--- src/cbpe_params.svh ---
// constant definitions for the crossbar peripheral enable block
`ifndef CBPE_PARAMS_SVH
`define CBPE_PARAMS_SVH
`define CBPE_ADDR_EN0        8'hE1
`define CBPE_ADDR_EN1        8'hE2
`define CBPE_ADDR_EN2        8'hE3
`define CBPE_RST_EN0         8'h00
`define CBPE_RST_EN1         8'h00
`define CBPE_RST_EN2         8'h00
`define CBPE_EN1_WMASK       8'h7F
`define CBPE_EN2_GLOBAL_BIT  6
`define CBPE_NPINS           23
`define CBPE_UART_TX_PIN     4
`define CBPE_UART_RX_PIN     5
`define CBPE_SPIB_SCK_PIN    8
`define CBPE_SPIB_MISO_PIN   9
`define CBPE_SPIB_MOSI_PIN   10
`define CBPE_SPIB_NSS_PIN    11
`define CBPE_NFUNC           17
`define CBPE_PIN_IDX_W       5
`endif

--- src/cbpe_pkg.sv ---
// types for the crossbar peripheral enable block
package cbpe_pkg;
    // first enable register layout
    typedef struct packed {
        logic cmp1_async_out_en;
        logic cmp1_sync_out_en;
        logic cmp0_async_out_en;
        logic cmp0_sync_out_en;
        logic system_clock_pin_en;
        logic smbus_pin_en;
        logic spi_a_pin_en;
        logic uart_pin_en;
    } cbpe_en0_s;
    // second enable register layout
    typedef struct packed {
        logic       unused7;
        logic       spi_b_pin_en;
        logic       timer1_in_en;
        logic       timer0_in_en;
        logic       count_array_ext_in_en;
        logic [2:0] count_array_pin_sel;
    } cbpe_en1_s;
    // per-pin drive from the crossbar
    typedef struct packed {
        logic out;
        logic oe;
        logic open_drain;
    } cbpe_pin_s;
endpackage

--- src/cbpe_count_decode.sv ---
// counter-array module pin field decoder
`timescale 1ns/1ps
module cbpe_count_decode
(
    input  wire logic [2:0] sel_i,
    output logic      [5:0] module_en_o
);
    // =====================================
    // thermometer decode
    // 011 taken as three modules; 111 reserved and routes none
    always_comb
    begin
        case (sel_i)
            3'h0:    module_en_o = 6'h00;
            3'h1:    module_en_o = 6'h01;
            3'h2:    module_en_o = 6'h03;
            3'h3:    module_en_o = 6'h07;
            3'h4:    module_en_o = 6'h0F;
            3'h5:    module_en_o = 6'h1F;
            3'h6:    module_en_o = 6'h3F;
            default: module_en_o = 6'h00;
        endcase
    end
endmodule

--- src/cbpe_crossbar.sv ---
// crossbar peripheral enable registers and priority pin assignment
// Operation
// uart enable puts uart tx and rx on pins p0.4 and p0.5
// spi a enable routes clock, miso, mosi; slave select only in 4-wire
// smbus enable routes sda and scl to pins, else none
// system clock output enable drives system clock on an assigned pin
// comparator 0 sync and async outputs routed by bits 4 and 5
// comparator 1 sync and async outputs routed by bits 6 and 7
// spi b enable puts clock, miso, mosi on p1.0 to p1.2
// spi b slave select on p1.3 only when enabled and 4-wire
// bit 5 of second register connects timer 1 input from a pin
// bit 4 of second register connects timer 0 input from a pin
// bit 3 of second register connects counter array count input
// 3-bit field picks how many counter modules get pins, up to six
// software avoids code 111; code 011 decoded as three modules
// bit 7 of second register reads zero and ignores writes
// other functions take lowest free unskipped pin in priority order
// uart first, spi b next; spi a mode shifts lower functions
// all port drivers off while global crossbar enable is clear
// smbus pins forced open-drain when routed
// crossbar registers reset to zero
// new enables take effect the cycle after the write
`timescale 1ns/1ps
`include "cbpe_params.svh"
module cbpe_crossbar
(
    input  wire logic                              clock_i,
    input  wire logic                              rst_i,
    input  wire logic                              ce_i,
    input  wire logic [7:0]                        sfr_addr_i,
    input  wire logic                              sfr_wr_i,
    input  wire logic [7:0]                        sfr_wdata_i,
    output logic      [7:0]                        sfr_rdata_o,
    input  wire logic [`CBPE_NPINS-1:0]            pin_skip_mask_i,
    input  wire logic                              spi_a_four_wire_i,
    input  wire logic                              spi_b_four_wire_i,
    input  wire logic                              system_clock_i,
    input  wire logic                              uart_tx_i,
    input  wire logic                              spi_a_sck_i,
    input  wire logic                              spi_a_sck_oe_i,
    input  wire logic                              spi_a_miso_i,
    input  wire logic                              spi_a_miso_oe_i,
    input  wire logic                              spi_a_mosi_i,
    input  wire logic                              spi_a_mosi_oe_i,
    input  wire logic                              spi_b_sck_i,
    input  wire logic                              spi_b_sck_oe_i,
    input  wire logic                              spi_b_miso_i,
    input  wire logic                              spi_b_miso_oe_i,
    input  wire logic                              spi_b_mosi_i,
    input  wire logic                              spi_b_mosi_oe_i,
    input  wire logic                              smbus_sda_low_i,
    input  wire logic                              smbus_scl_low_i,
    input  wire logic                              cmp0_sync_i,
    input  wire logic                              cmp0_async_i,
    input  wire logic                              cmp1_sync_i,
    input  wire logic                              cmp1_async_i,
    input  wire logic [5:0]                        count_module_io_i,
    input  wire logic [5:0]                        count_module_io_oe_i,
    input  wire logic [`CBPE_NPINS-1:0]            pin_in_i,
    output logic      [`CBPE_NPINS-1:0]            pin_out_o,
    output logic      [`CBPE_NPINS-1:0]            pin_oe_o,
    output logic      [`CBPE_NPINS-1:0]            pin_open_drain_o,
    output logic                                   uart_rx_o,
    output logic                                   spi_a_sck_o,
    output logic                                   spi_a_miso_o,
    output logic                                   spi_a_mosi_o,
    output logic                                   spi_a_slave_select_o,
    output logic                                   spi_b_sck_o,
    output logic                                   spi_b_miso_o,
    output logic                                   spi_b_mosi_o,
    output logic                                   spi_b_slave_select_o,
    output logic                                   smbus_sda_o,
    output logic                                   smbus_scl_o,
    output logic                                   timer0_in_o,
    output logic                                   timer1_in_o,
    output logic                                   count_array_ext_in_o,
    output logic      [5:0]                        count_module_io_o,
    output logic      [`CBPE_NPINS-1:0]            pin_assigned_o
);
    import cbpe_pkg::*;

    localparam int NP = `CBPE_NPINS;
    localparam int NF = `CBPE_NFUNC;

    cbpe_en0_s en0_reg;
    cbpe_en1_s en1_reg;
    logic [7:0] en2_reg;
    logic [NP-1:0] sync1_reg;
    logic [NP-1:0] sync2_reg;
    logic [5:0] module_en;
    logic global_en;

    // =====================================
    // register file
    always_ff @(posedge clock_i)
    begin
        if (rst_i)
        begin
            en0_reg <= `CBPE_RST_EN0;
            en1_reg <= `CBPE_RST_EN1;
            en2_reg <= `CBPE_RST_EN2;
        end
        else if (ce_i && sfr_wr_i)
        begin
            // new value steers the walk from the next cycle on
            if (sfr_addr_i == `CBPE_ADDR_EN0)
                en0_reg <= sfr_wdata_i;
            if (sfr_addr_i == `CBPE_ADDR_EN1)
                en1_reg <= sfr_wdata_i & `CBPE_EN1_WMASK;
            if (sfr_addr_i == `CBPE_ADDR_EN2)
                en2_reg <= sfr_wdata_i;
        end
    end

    // unmapped addresses read zero; unused low bits of the third register too
    always_comb
    begin
        case (sfr_addr_i)
            `CBPE_ADDR_EN0: sfr_rdata_o = en0_reg;
            `CBPE_ADDR_EN1: sfr_rdata_o = {1'b0, en1_reg[6:0]};
            `CBPE_ADDR_EN2: sfr_rdata_o = {en2_reg[7:6], 6'h00};
            default:        sfr_rdata_o = 8'h00;
        endcase
    end

    assign global_en = en2_reg[`CBPE_EN2_GLOBAL_BIT];

    cbpe_count_decode u_count_decode
    (
        .sel_i       (en1_reg.count_array_pin_sel),
        .module_en_o (module_en)
    );

    // =====================================
    // pad input synchroniser
    always_ff @(posedge clock_i)
    begin
        if (rst_i)
        begin
            sync1_reg <= '0;
            sync2_reg <= '0;
        end
        else if (ce_i)
        begin
            sync1_reg <= pin_in_i;
            sync2_reg <= sync1_reg;
        end
    end

    // =====================================
    // priority function list, uart and spi b excluded (fixed)
    // order: spi a sck, miso, mosi, nss, smbus sda, scl, system_clock,
    // cmp0 sync, async, cmp1 sync, async, count modules 0..5, ext count,
    // timer0, timer1; combinational so a pin change follows the register
    logic [NF+2:0] fn_req;
    logic [NF+2:0] fn_out;
    logic [NF+2:0] fn_oe;
    logic [NF+2:0] fn_od;
    logic [4:0]    fn_pin [NF+3];
    logic [NF+2:0] fn_hit;
    logic [NP-1:0] fixed_taken;

    always_comb
    begin
        fn_req = {en1_reg.timer1_in_en,
                  en1_reg.timer0_in_en,
                  en1_reg.count_array_ext_in_en,
                  module_en,
                  en0_reg.cmp1_async_out_en, en0_reg.cmp1_sync_out_en,
                  en0_reg.cmp0_async_out_en, en0_reg.cmp0_sync_out_en,
                  en0_reg.system_clock_pin_en,
                  {2{en0_reg.smbus_pin_en}},
                  en0_reg.spi_a_pin_en & spi_a_four_wire_i,
                  {3{en0_reg.spi_a_pin_en}}};
        fn_out = {3'h0, count_module_io_i, cmp1_async_i, cmp1_sync_i, cmp0_async_i,
                  cmp0_sync_i, system_clock_i, 2'h0, 1'b0, spi_a_mosi_i, spi_a_miso_i, spi_a_sck_i};
        fn_oe  = {3'h0, count_module_io_oe_i, 5'h1F, smbus_scl_low_i, smbus_sda_low_i,
                  1'b0, spi_a_mosi_oe_i, spi_a_miso_oe_i, spi_a_sck_oe_i};
        fn_od  = {{NF-3{1'b0}}, 2'h3, 4'h0};
        fixed_taken = '0;
        fixed_taken[`CBPE_UART_TX_PIN]  = en0_reg.uart_pin_en;
        fixed_taken[`CBPE_UART_RX_PIN]  = en0_reg.uart_pin_en;
        fixed_taken[`CBPE_SPIB_SCK_PIN] = en1_reg.spi_b_pin_en;
        fixed_taken[`CBPE_SPIB_MISO_PIN] = en1_reg.spi_b_pin_en;
        fixed_taken[`CBPE_SPIB_MOSI_PIN] = en1_reg.spi_b_pin_en;
        fixed_taken[`CBPE_SPIB_NSS_PIN] = en1_reg.spi_b_pin_en & spi_b_four_wire_i;
    end

    // walk: each requesting function takes the lowest free unskipped pin
    logic [NP-1:0] taken [NF+4];
    assign taken[0] = fixed_taken | pin_skip_mask_i;

    genvar f;
    generate
        for (f = 0; f < NF + 3; f++)
        begin : g_walk
            logic [NP-1:0] free_v;
            logic [NP-1:0] grant_v;
            assign free_v  = ~taken[f];
            assign grant_v = fn_req[f] ? (free_v & (~free_v + 1'b1)) : '0;
            assign taken[f+1] = taken[f] | grant_v;
            assign fn_hit[f]  = |grant_v;
            always_comb
            begin
                fn_pin[f] = 5'h00;
                for (int p = 0; p < NP; p++)
                    if (grant_v[p])
                        fn_pin[f] = p[4:0];
            end
        end
    endgenerate

    // =====================================
    // pad drive; inputs steered back from synchronised pads
    always_comb
    begin
        pin_out_o        = '0;
        pin_oe_o         = '0;
        pin_open_drain_o = '0;
        if (en0_reg.uart_pin_en)
        begin
            pin_out_o[`CBPE_UART_TX_PIN] = uart_tx_i;
            pin_oe_o[`CBPE_UART_TX_PIN]  = 1'b1;
        end
        if (en1_reg.spi_b_pin_en)
        begin
            pin_out_o[`CBPE_SPIB_SCK_PIN]  = spi_b_sck_i;
            pin_oe_o[`CBPE_SPIB_SCK_PIN]   = spi_b_sck_oe_i;
            pin_out_o[`CBPE_SPIB_MISO_PIN] = spi_b_miso_i;
            pin_oe_o[`CBPE_SPIB_MISO_PIN]  = spi_b_miso_oe_i;
            pin_out_o[`CBPE_SPIB_MOSI_PIN] = spi_b_mosi_i;
            pin_oe_o[`CBPE_SPIB_MOSI_PIN]  = spi_b_mosi_oe_i;
        end
        for (int i = 0; i < NF + 3; i++)
            if (fn_hit[i])
            begin
                pin_out_o[fn_pin[i]]        = fn_out[i];
                pin_oe_o[fn_pin[i]]         = fn_oe[i];
                pin_open_drain_o[fn_pin[i]] = fn_od[i];
            end
        if (!global_en)
            pin_oe_o = '0;
        pin_assigned_o = taken[NF+3] & ~pin_skip_mask_i;
    end

    // disconnected inputs idle high, like an undriven pulled-up pad; timer 0, timer 1 and external count inputs idle low
    always_comb
    begin
        uart_rx_o            = en0_reg.uart_pin_en ? sync2_reg[`CBPE_UART_RX_PIN] : 1'b1;
        spi_b_sck_o          = en1_reg.spi_b_pin_en ? sync2_reg[`CBPE_SPIB_SCK_PIN] : 1'b1;
        spi_b_miso_o         = en1_reg.spi_b_pin_en ? sync2_reg[`CBPE_SPIB_MISO_PIN] : 1'b1;
        spi_b_mosi_o         = en1_reg.spi_b_pin_en ? sync2_reg[`CBPE_SPIB_MOSI_PIN] : 1'b1;
        spi_b_slave_select_o = fixed_taken[`CBPE_SPIB_NSS_PIN] ? sync2_reg[`CBPE_SPIB_NSS_PIN] : 1'b1;
        spi_a_sck_o          = fn_hit[0] ? sync2_reg[fn_pin[0]] : 1'b1;
        spi_a_miso_o         = fn_hit[1] ? sync2_reg[fn_pin[1]] : 1'b1;
        spi_a_mosi_o         = fn_hit[2] ? sync2_reg[fn_pin[2]] : 1'b1;
        spi_a_slave_select_o = fn_hit[3] ? sync2_reg[fn_pin[3]] : 1'b1;
        smbus_sda_o          = fn_hit[4] ? sync2_reg[fn_pin[4]] : 1'b1;
        smbus_scl_o          = fn_hit[5] ? sync2_reg[fn_pin[5]] : 1'b1;
        for (int m = 0; m < 6; m++)
            count_module_io_o[m] = fn_hit[11+m] ? sync2_reg[fn_pin[11+m]] : 1'b1;
        count_array_ext_in_o = fn_hit[17] ? sync2_reg[fn_pin[17]] : 1'b0;
        timer0_in_o          = fn_hit[18] ? sync2_reg[fn_pin[18]] : 1'b0;
        timer1_in_o          = fn_hit[19] ? sync2_reg[fn_pin[19]] : 1'b0;
    end
endmodule

--- config.mk ---
export PLATFORM = sky130hd
export DESIGN_NAME = cbpe_crossbar
export DESIGN_NICKNAME = d
export VERILOG_FILES = /design/src/cbpe_pkg.sv /design/src/cbpe_count_decode.sv /design/src/cbpe_crossbar.sv
export VERILOG_INCLUDE_DIRS = /design/src
export SDC_FILE = /design/constraint.sdc
export NUM_CORES = 1
export LEC_CHECK = 0
export ABC_CLOCK_PERIOD_IN_PS = 10100
export BUFFER_PORTS_ARGS = -buffer_cell sky130_fd_sc_hd__buf_2
export CAP_MARGIN = 20
export CORE_AREA = 5 5 279 417
export DETAILED_ROUTE_END_ITERATION = 8
export DIE_AREA = 0 0 284 422
export HOLD_SLACK_MARGIN = 0.08
export PLACE_DENSITY = 0.48
export SYNTH_ARGS = -nofsm -noshare
export SYNTH_HDL_FRONTEND = slang
export SYNTH_HIERARCHICAL = 1
export SYNTH_SLANG_ARGS = --single-unit
--- constraint.sdc ---
create_clock -name clock_i -period 10.1 [get_ports clock_i]
set_input_delay 1.515 -clock clock_i [delete_from_list [all_inputs] [get_ports clock_i]]
set_output_delay 1.515 -clock clock_i [all_outputs]
set_load 0.02 [all_outputs]
# Word level (Yosys, flattened, before mapping)
# Cells that the tools add are included.
# totals
reg_bits,69
in_bits,100
out_inout_bits,120
word_cells,899
# classes
add_sub_neg,20
order_cmp,40
eq_ne,9
mux,638
n_bitwise,132
n_reduce_logical,44
# op_table
operator,count
$mux 5,420
$mux 23,77
$not 23->23,58
$and 23x23->23,45
$or 23x23->23,26
$bwmux 23,25
$add 23x1->23 const B,20
$reduce_or 23->1,20
$lt 5x6->1 const B,20
$demux 1 s5,20
$ge 5x1->1 const B,20
$mux 1,77
$bmux 1 s5,15
$pmux 6 s6,1
$eq 8x8->1 const B,3
$pmux 8 s3,1
$or 12x23->23,1
$logic_and 1x1->1,21
$eq 3x3->1 const B,3
$eq 3x2->1 const B,2
$mux 3,2
$reduce_and 2->1,3
$eq 3x1->1 const B,1
$and 1x1->1,2

# Longest topological paths before layout
# Gate-level depths: netlist (run 1).
# depth
word_depth,151
mapped_depth,43
depth_no_buf,32

# Modules after synthesis
# Netlist (run 1), hierarchy kept.
# by_module_without_submodules
mod,n_inst,cells_each,area_each_um2,seq_area_each_um2
cbpe_crossbar,1,4211,26670.6,1261.2
cbpe_count_decode,1,12,65.1,0.0

# Least setup slack after synthesis (run 1)
# OpenSTA, ideal clock, no wires.
# synth_timing
path_type,input to output
start,in pin_skip_mask_i[0]
end,out timer1_in_o
arrival_ps,9563
t_required_ps,8585
path_slack_ps,-978
cell_stages,36
n_path_buf,7
cell_sequence,buf_6 > buf_6 > buf_6 > o211ai_1 > a21o_1 > a311oi_4 > a21oi_2 > buf_6 > o211ai_2 > o211ai_1 > a211o_1 > maj3_2 > a211o_4 > nor2_4 > a2111oi_4 > or3_1 > buf_2 > maj3_2 > o211a_1 > buf_2 > o31a_1 > o22a_1 > maj3_2 > and2_1 > a221oi_2 > o31ai_4 > a2bb2oi_1 > o21ai_2 > a31oi_2 > o311ai_4 > and2_4 > buf_8 > o31ai_2 > o31ai_2 > o221ai_1 > a32oi_1
# synth_via
elab_chain_cells,145
elab_cells_between_ends,146
classes_between,add/sub: 20; mux: 45; bitwise: 80; reduce/logical: 1
# synth_lines
element,line,source
"start, declared",cbpe_crossbar.sv:34,"input wire logic [`CBPE_NPINS-1:0] pin_skip_mask_i,"
$or 12x23->23 (*),cbpe_crossbar.sv:191,assign taken[0] = fixed_taken | pin_skip_mask_i;
$not 23->23,cbpe_crossbar.sv:199,assign free_v = ~taken[f];
$not 23->23,cbpe_crossbar.sv:200,assign grant_v = fn_req[f] ? (free_v & (~free_v + 1'b1)) : '0;
$add 23x1->23,cbpe_crossbar.sv:200,
$and 23x23->23,cbpe_crossbar.sv:200,
$mux 23,cbpe_crossbar.sv:200,
$or 23x23->23 (*),cbpe_crossbar.sv:201,assign taken[f+1] = taken[f] | grant_v;
$not 23->23,cbpe_crossbar.sv:199,
[... 109 more ...],-,
$add 23x1->23,cbpe_crossbar.sv:200,
$and 23x23->23 (*),cbpe_crossbar.sv:200,
$mux 23 (*),cbpe_crossbar.sv:200,
$mux 1,cbpe_crossbar.sv:207,if (grant_v[p])
$mux 5 (21 in a row),cbpe_crossbar.sv:207,
$bmux 1 s5,cbpe_crossbar.sv:264,timer1_in_o = fn_hit[19] ? sync2_reg[fn_pin[19]] : 1'b0;
$mux 1 (not written as such),cbpe_crossbar.sv:264,
$mux 1 (*),cbpe_crossbar.sv:264,
"end, declared",cbpe_crossbar.sv:75,"output logic timer1_in_o,"
# Every way passes the cells marked *; elsewhere a longest branch is shown, timed or not. The select of a mux whose other input is x is not followed.

# Worst setup path after layout (run 1)
# layout_timing
start,in pin_skip_mask_i[1]
end,out timer1_in_o
# The elaborated chain is that of the path after synthesis.

==> metrics, run 1 <==
GPL Wtd Cong=1.06; placed cell area=40700 µm²; drt first pass iters=6; Filler cells=11700; Fmax achieved=87.0 MHz; share of cells above drive strength 1=0.469; worst slew pin tran=1.32 ns; DR vias/cell=~6.0; number of setup violations in the final report=20; cells after synthesis=4223; clk_lat worst skew=~0.33 ns; row count=151; Seq/Total Area, Yosys=0.0472; Critical Path Sink Type=output pin; Routed WL per cell=28.1 µm; status=finished, violations left; CTS Hold Bufs=0; Core Region=112000 µm²; Finished Layout Cells=7409; CTS tree=done; Yosys reg bits=63; vias in the first global route=42700; area of the multi-input gates=about 28000 µm²; CP max stage delay=roughly 0.42 ns; Leak=about 20 nW; largest net degree at the start of global routing=64; failing checks=negative setup slack; worst rel slew slack=0.115; Post-synth EDFFs=0; initial core utilization=0.238; Place WS=-2.01 ns; crit path DAT=9.98 ns; initial antenna violation count=18; 1st-iter DRT viols=3998; pwr/cell area=32.6 nW/µm²; final period utilization=1.14; Post-layout nets=about 6000; kind of start point of the critical path=primary input; critical-path maximum fanout=8; Synth Warn #=6; Tot Pwr=1.53 mW; DIE AREA=120000 µm²; first-pass GRT wire length=292000 µm; total CTS buffers=9; setup ws final=-1.40 ns; Min-Delay Path Class=reg -> reg; Placed Cells incl. Taps=7145; worst path required time=approximately 8.6 ns; Clock Sinks=63; Synth async-reset ratio=0; area delta synth->final=75.3%; Setup Skew=between 0.006 and 0.007 ns; detailed-placement wirelength estimate=169000 µm; Mapped Area=around 27000 µm²; Netlist cell types=135; vias post-DR=between 40000 and 50000; die height=422 µm; sequential power share=0.181; Clock Tree Buf Depth=2; Most used DFF post-synth=dfxtp_1; max_cap viols=0; final hold vios=0; Sw Pwr=0.684 mW; Reg area=1270 µm²; syn_area_per_cell=between 6 and 7 µm²; setup TNS=-14.11 ns; Worst-path clk slew=about 0.05 ns; crit path time final=11.50 ns; RSZ-0062 raised after global routing=yes; Syn Nets=~4300; Slew Limit Fails=0; combinational fraction of design power=0.619; Ports=220; Peak VDD IR=64.5 µV; post-route DRC violation count=0; H-tree depth=3; DIE WIDTH=approximately 280 µm; Internal Power=0.846 mW; clock network power share=0.200; grt ovf=0; total wire length=208000 µm; WS Path Type=in -> out; final instance area=46900 µm²; Worst path slowest cell=a221o_1; switching share of power=0.447; GRT Total Usage=0.324; Final ANT Viol Nets=0; Root Buffer=clkbuf_16; PortBufs=219
==> routing by layer <==
metal	vias to the layer above	wire, µm	track usage
met1	21100	72000	0.340
met2	2221	96700	0.551
met5	-	72	0
li1	19900	-	-
met3	885	14500	0.0562
met4	12	25000	0.293
==> stage by stage <==
step,hold slack (ns),util
floorplan,0.460,-
global placement,0.474,0.362
detailed placement,0.485,0.362
CTS,0.496,0.399
global route,0.521,0.417
finish,0.496,0.417
==> layout by cell type, fill, tap and decap left out, types with 67 or more instances in the layout <==
cell	netlist	final
nor3_1	158	135
mux2i_1	147	145
nor2_1	583	520
nand2_1	479	443
o21ai_0	271	228
a31oi_1	80	67
a21oi_1	384	329
buf_2	60	188
buf_4	13	1625
nand3_1	174	152
buf_6	15	146
==> cells in the mapped netlist (46+ instances only) <==
| cell | instances | area (µm²) |
|---|---|---|
| nand2_1 | 479 | 1800 |
| and3_1 | 48 | 300 |
| a31oi_1 | 80 | 500 |
| nand3_1 | 174 | 871 |
| clkbuf_1 | 186 | 698 |
| mux2i_1 | 147 | 1470 |
| o21ai_0 | 271 | 1360 |
| a221oi_1 | 55 | 482 |
| nor4_1 | 51 | 319 |
| nor3_1 | 158 | 791 |
| o22ai_1 | 52 | 325 |
| a211oi_1 | 68 | 510 |
| a22oi_1 | 46 | 345 |
| inv_1 | 55 | 206 |
| buf_2 | 60 | 300 |
| dfxtp_1 | 63 | 1260 |
| and2_1 | 47 | 294 |
| nor2_1 | 583 | 2190 |
| o211ai_1 | 65 | 488 |
| a21oi_1 | 384 | 1920 |
==> cells by family after synthesis <==
family                     count (synthesis)  synth area share
AOI/OAI and AO/OA                       1716             0.470
adders and majority gates                 52            0.0202
and+or+nand+nor                         1844             0.329
buffers and inverters                    348            0.0586
DFF                                       63            0.0472
xor gates and xnor gates                  31            0.0102
muxes                                    169            0.0651
==> power groups by stage <==
stage	Combinational, mW	Sequential, mW	Clock (mW)
CTS	0.876	0.276	0.312
global route	0.988	0.276	0.326
floorplan	0.381	0.267	0
detailed placement	0.795	0.281	0
finish	0.947	0.277	0.307
global placement	0.791	0.281	0
==> cell type report <==
| cell class | instances | area share |
|---|---|---|
| Tap cell | 1453 | 0.0388 |
| Inverter | 59 | 0.00472 |
| Sequential cell | 63 | 0.0272 |
| Clock inverter | 6 | 0.00128 |
| Clock buffer | 10 | 0.00510 |
| Antenna cell | 6 | 0.000320 |
| Multi-Input combinational cell | 3814 | 0.591 |
| Timing Repair Buffer | 1998 | 0.332 |
==> worst max-delay path, delay by kind of cell <==
family          cells  cell delay, ns
compound gates     21            4.49
fa+ha+maj           3            1.20
buf+inv            12            1.81
simple gates        5            0.93
==> what timing repair did <==
item	in CTS	in global routing
pin swaps	209	134
resized for setup	561	287
endpoints found under the hold margin	0	0
setup buffers	156	98
gates cloned	3	1
endpoints found under the setup margin	32	31
==> worst paths after layout <==
check	cells past startpoint	slack [ns]	endpoint	start
worst min-delay path	2	0.50	sync1_reg[14]	sync1_reg[14]
worst min register to register	2	0.50	sync1_reg[14]	sync1_reg[14]
worst max register to register	3	8.65	sync2_reg[12]	sync2_reg[12]
worst max-delay path	41	-1.40	timer1_in_o	pin_skip_mask_i[1]
Note: power is estimated with default switching activity, not from simulation.
==> run 2: changes to the inputs <==
- REMOVE_ABC_BUFFERS: default -> 1
==> run 2 against run 1 <==
The run still ends with negative setup slack left. Die area did not move. Combinational power increased by 3.7%. Critical path depth rose by 4. Sequential power about the same. Final cell count up 2.0%. Flip-flop and latch count did not move. Global-route usage grew 0.28 points. Clock power down 6%. Largest power group unchanged.
==> metrics, run 2 (same netlist as run 1, synthesis figures left out) <==
share of cells above drive strength 1=0.483 (+0.0137); initial core utilization=0.238 (unchanged); initial antenna violation count=10 (-8); Setup Skew=0.00364 ns (-0.00317 ns); commonest non-fill, non-tap cells in the layout=buf_4 (1743), nor2_1 (520), nand2_1 (443), a21oi_1 (318), o21ai_0 (227); 1st-iter DRT viols=4522 (+13%); Peak VDD IR=81.7 µV (+27%); Filler cells=11700 (-0.27%); Min-Delay Path Class=reg -> reg; most used cell, CP=buf_6; commonest non-fill, non-tap cell in the layout=buf_4; final instance area=47900 µm² (+2.1%); Fmax achieved=86.9 MHz (-0.13%); Worst Hold Endpoint=sync1_reg[10]; Root Buffer=clkbuf_16; total CTS buffers=9 (unchanged); detailed-placement wirelength estimate=170000 µm (+0.36%); Routed WL per cell=28.0 µm (-0.33%); kind of start point of the critical path=primary input; max_cap viols=0 (unchanged); final hold vios=0 (unchanged); Ports=220 (unchanged); first-pass GRT wire length=294000 µm (+0.67%); setup ws final=-1.41 ns (-0.0148 ns); final period utilization=1.14 (+0.00146); CTS Hold Bufs=0 (unchanged); r2r setup slk=8.59 ns (-0.06 ns); die height=422 µm (unchanged); hold slack=0.497 ns (+0.00134 ns); critical-path maximum fanout=13 (+5); Worst Hold Depth=2 (unchanged); Placed Cells incl. Taps=7276 (+1.8%); failing checks=negative setup slack; Hold Crit Start=sync1_reg[10]; Final ANT Viol Nets=0 (unchanged); crit path time final=11.51 ns (+0.0148 ns); worst slew pin tran=1.42 ns (+0.0908 ns); DIE WIDTH=284 µm (unchanged); cells on worst reg2reg path=3 (unchanged); clk_lat worst skew=0.32 ns (about the same); area delta synth->final=79.0%; Worst path slowest cell=maj3_2; Worst-path clk slew=0.05 ns (about the same); vias in the first global route=43400 (+1.8%); total wire length=212000 µm (+1.7%); Core Region=112000 µm² (unchanged); pwr/cell area=32.4 nW/µm² (-0.78%); GRT Total Usage=0.326 (+0.00276); largest net degree at the start of global routing=64 (unchanged); worst path required time=8.59 ns (about the same); CP max stage delay=0.42 ns (about the same); post-route DRC violation count=0 (unchanged); PortBufs=219 (unchanged); row count=151 (unchanged); H-tree depth=3 (unchanged); Clock Tree Buf Depth=2 (unchanged); worst rel slew slack=0.0562 (-0.0587); RSZ-0062 raised after global routing=yes; vias post-DR=44700 (+1.3%); fin util=0.426 (+0.00876); crit path from=pin_skip_mask_i[6]; GPL Wtd Cong=1.07 (+1.0%); crit path DAT=10.00 ns (+0.02 ns); Clock Sinks=63 (unchanged); Finished Layout Cells=7557 (+2.0%); Slew Limit Fails=0 (unchanged); grt ovf=0 (unchanged); placed cell area=41200 µm² (+1.2%); Crit Reg-Reg Startpoint=sync2_reg[21]; DR vias/cell=5.91 (-0.69%); Critical Path Sink Type=output pin; WS Path Type=in -> out; Leak=20.2 nW (+3.1%); number of setup violations in the final report=21 (+5.0%); status=finished, violations left; DIE AREA=120000 µm² (unchanged); Critical R2R Capture=sync2_reg[21]; CTS tree=done; drt first pass iters=6 (unchanged); Post-layout nets=6194 (+2.5%)
run 2: cell count changes in the layout (fill, tap and decap cells not counted), moves of 7 or more:
cell	change
buf_4	+118
buf_12	+8
nor3_2	+7
a21oi_2	+18
a21oi_4	-7
buf_6	+27
a21oi_1	-11
run 2: final cells by class:
cell class	count	area, µm²	area share
well taps	1453	1820	0.0380
inverters	59	221	0.00463
clock buffers	12	267	0.00557
flip-flops and latches	63	1270	0.0266
multi-input cells	3813	27500	0.574
repair buffers	2148	16800	0.350
diodes	6	15.0	0.000314
clock inverters	3	17.5	0.000366
run 2: timing repair:
item / in CTS / in global routing
setup buffers: 163 / 117
resized for setup: 575 / 397
cloned: 2 / 0
endpoints found under the setup margin: 32 / 31
pin swaps: 226 / 242
run 2: how the worst max path moves through the flow:
stage	end	slack, ns	depth (start not counted)
CTS	timer1_in_o	-1.32	41
detailed placement	count_module_io_o[0]	-2.19	44
finish	timer0_in_o	-1.41	45
global route	timer0_in_o	-1.65	42
floorplan	timer1_in_o	-1.83	29
global placement	count_module_io_o[0]	-2.24	44
run 2: metal layers:
metal | track usage | wire length [µm] | up-vias
li1 | - | - | 20200
met1 | 0.339 | 72700 | 21400
met2 | 0.558 | 98900 | 2250
met3 | 0.0534 | 14600 | 842
met4 | 0.305 | 25500 | 4
met5 | 0 | 40 | -
run 2: power by group:
group / internal (mW) / switching (mW) / leakage, nW
logic: 0.411 / 0.571 / 19.6
registers: 0.258 / 0.0213 / 0.518
clock network: 0.184 / 0.106 / 0.140
run 2: per-stage QoR:
step	total power, mW	worst slack, ns	setup TNS [ns]
after floorplan	0.575	-1.83	-18.21
after CTS	1.47	-1.32	-13.33
after detailed placement	1.10	-2.19	-34.46
after global placement	1.09	-2.24	-34.20
after global routing	1.60	-1.65	-20.72
final	1.55	-1.41	-15.11
run 2: worst max-delay path: cells and delay by family:
kind	cells	cell delay, ns
buffers and inverters	17	2.49
AOI/OAI and AO/OA	19	3.94
adders and majority gates	1	0.42
and+or+nand+nor	8	1.59
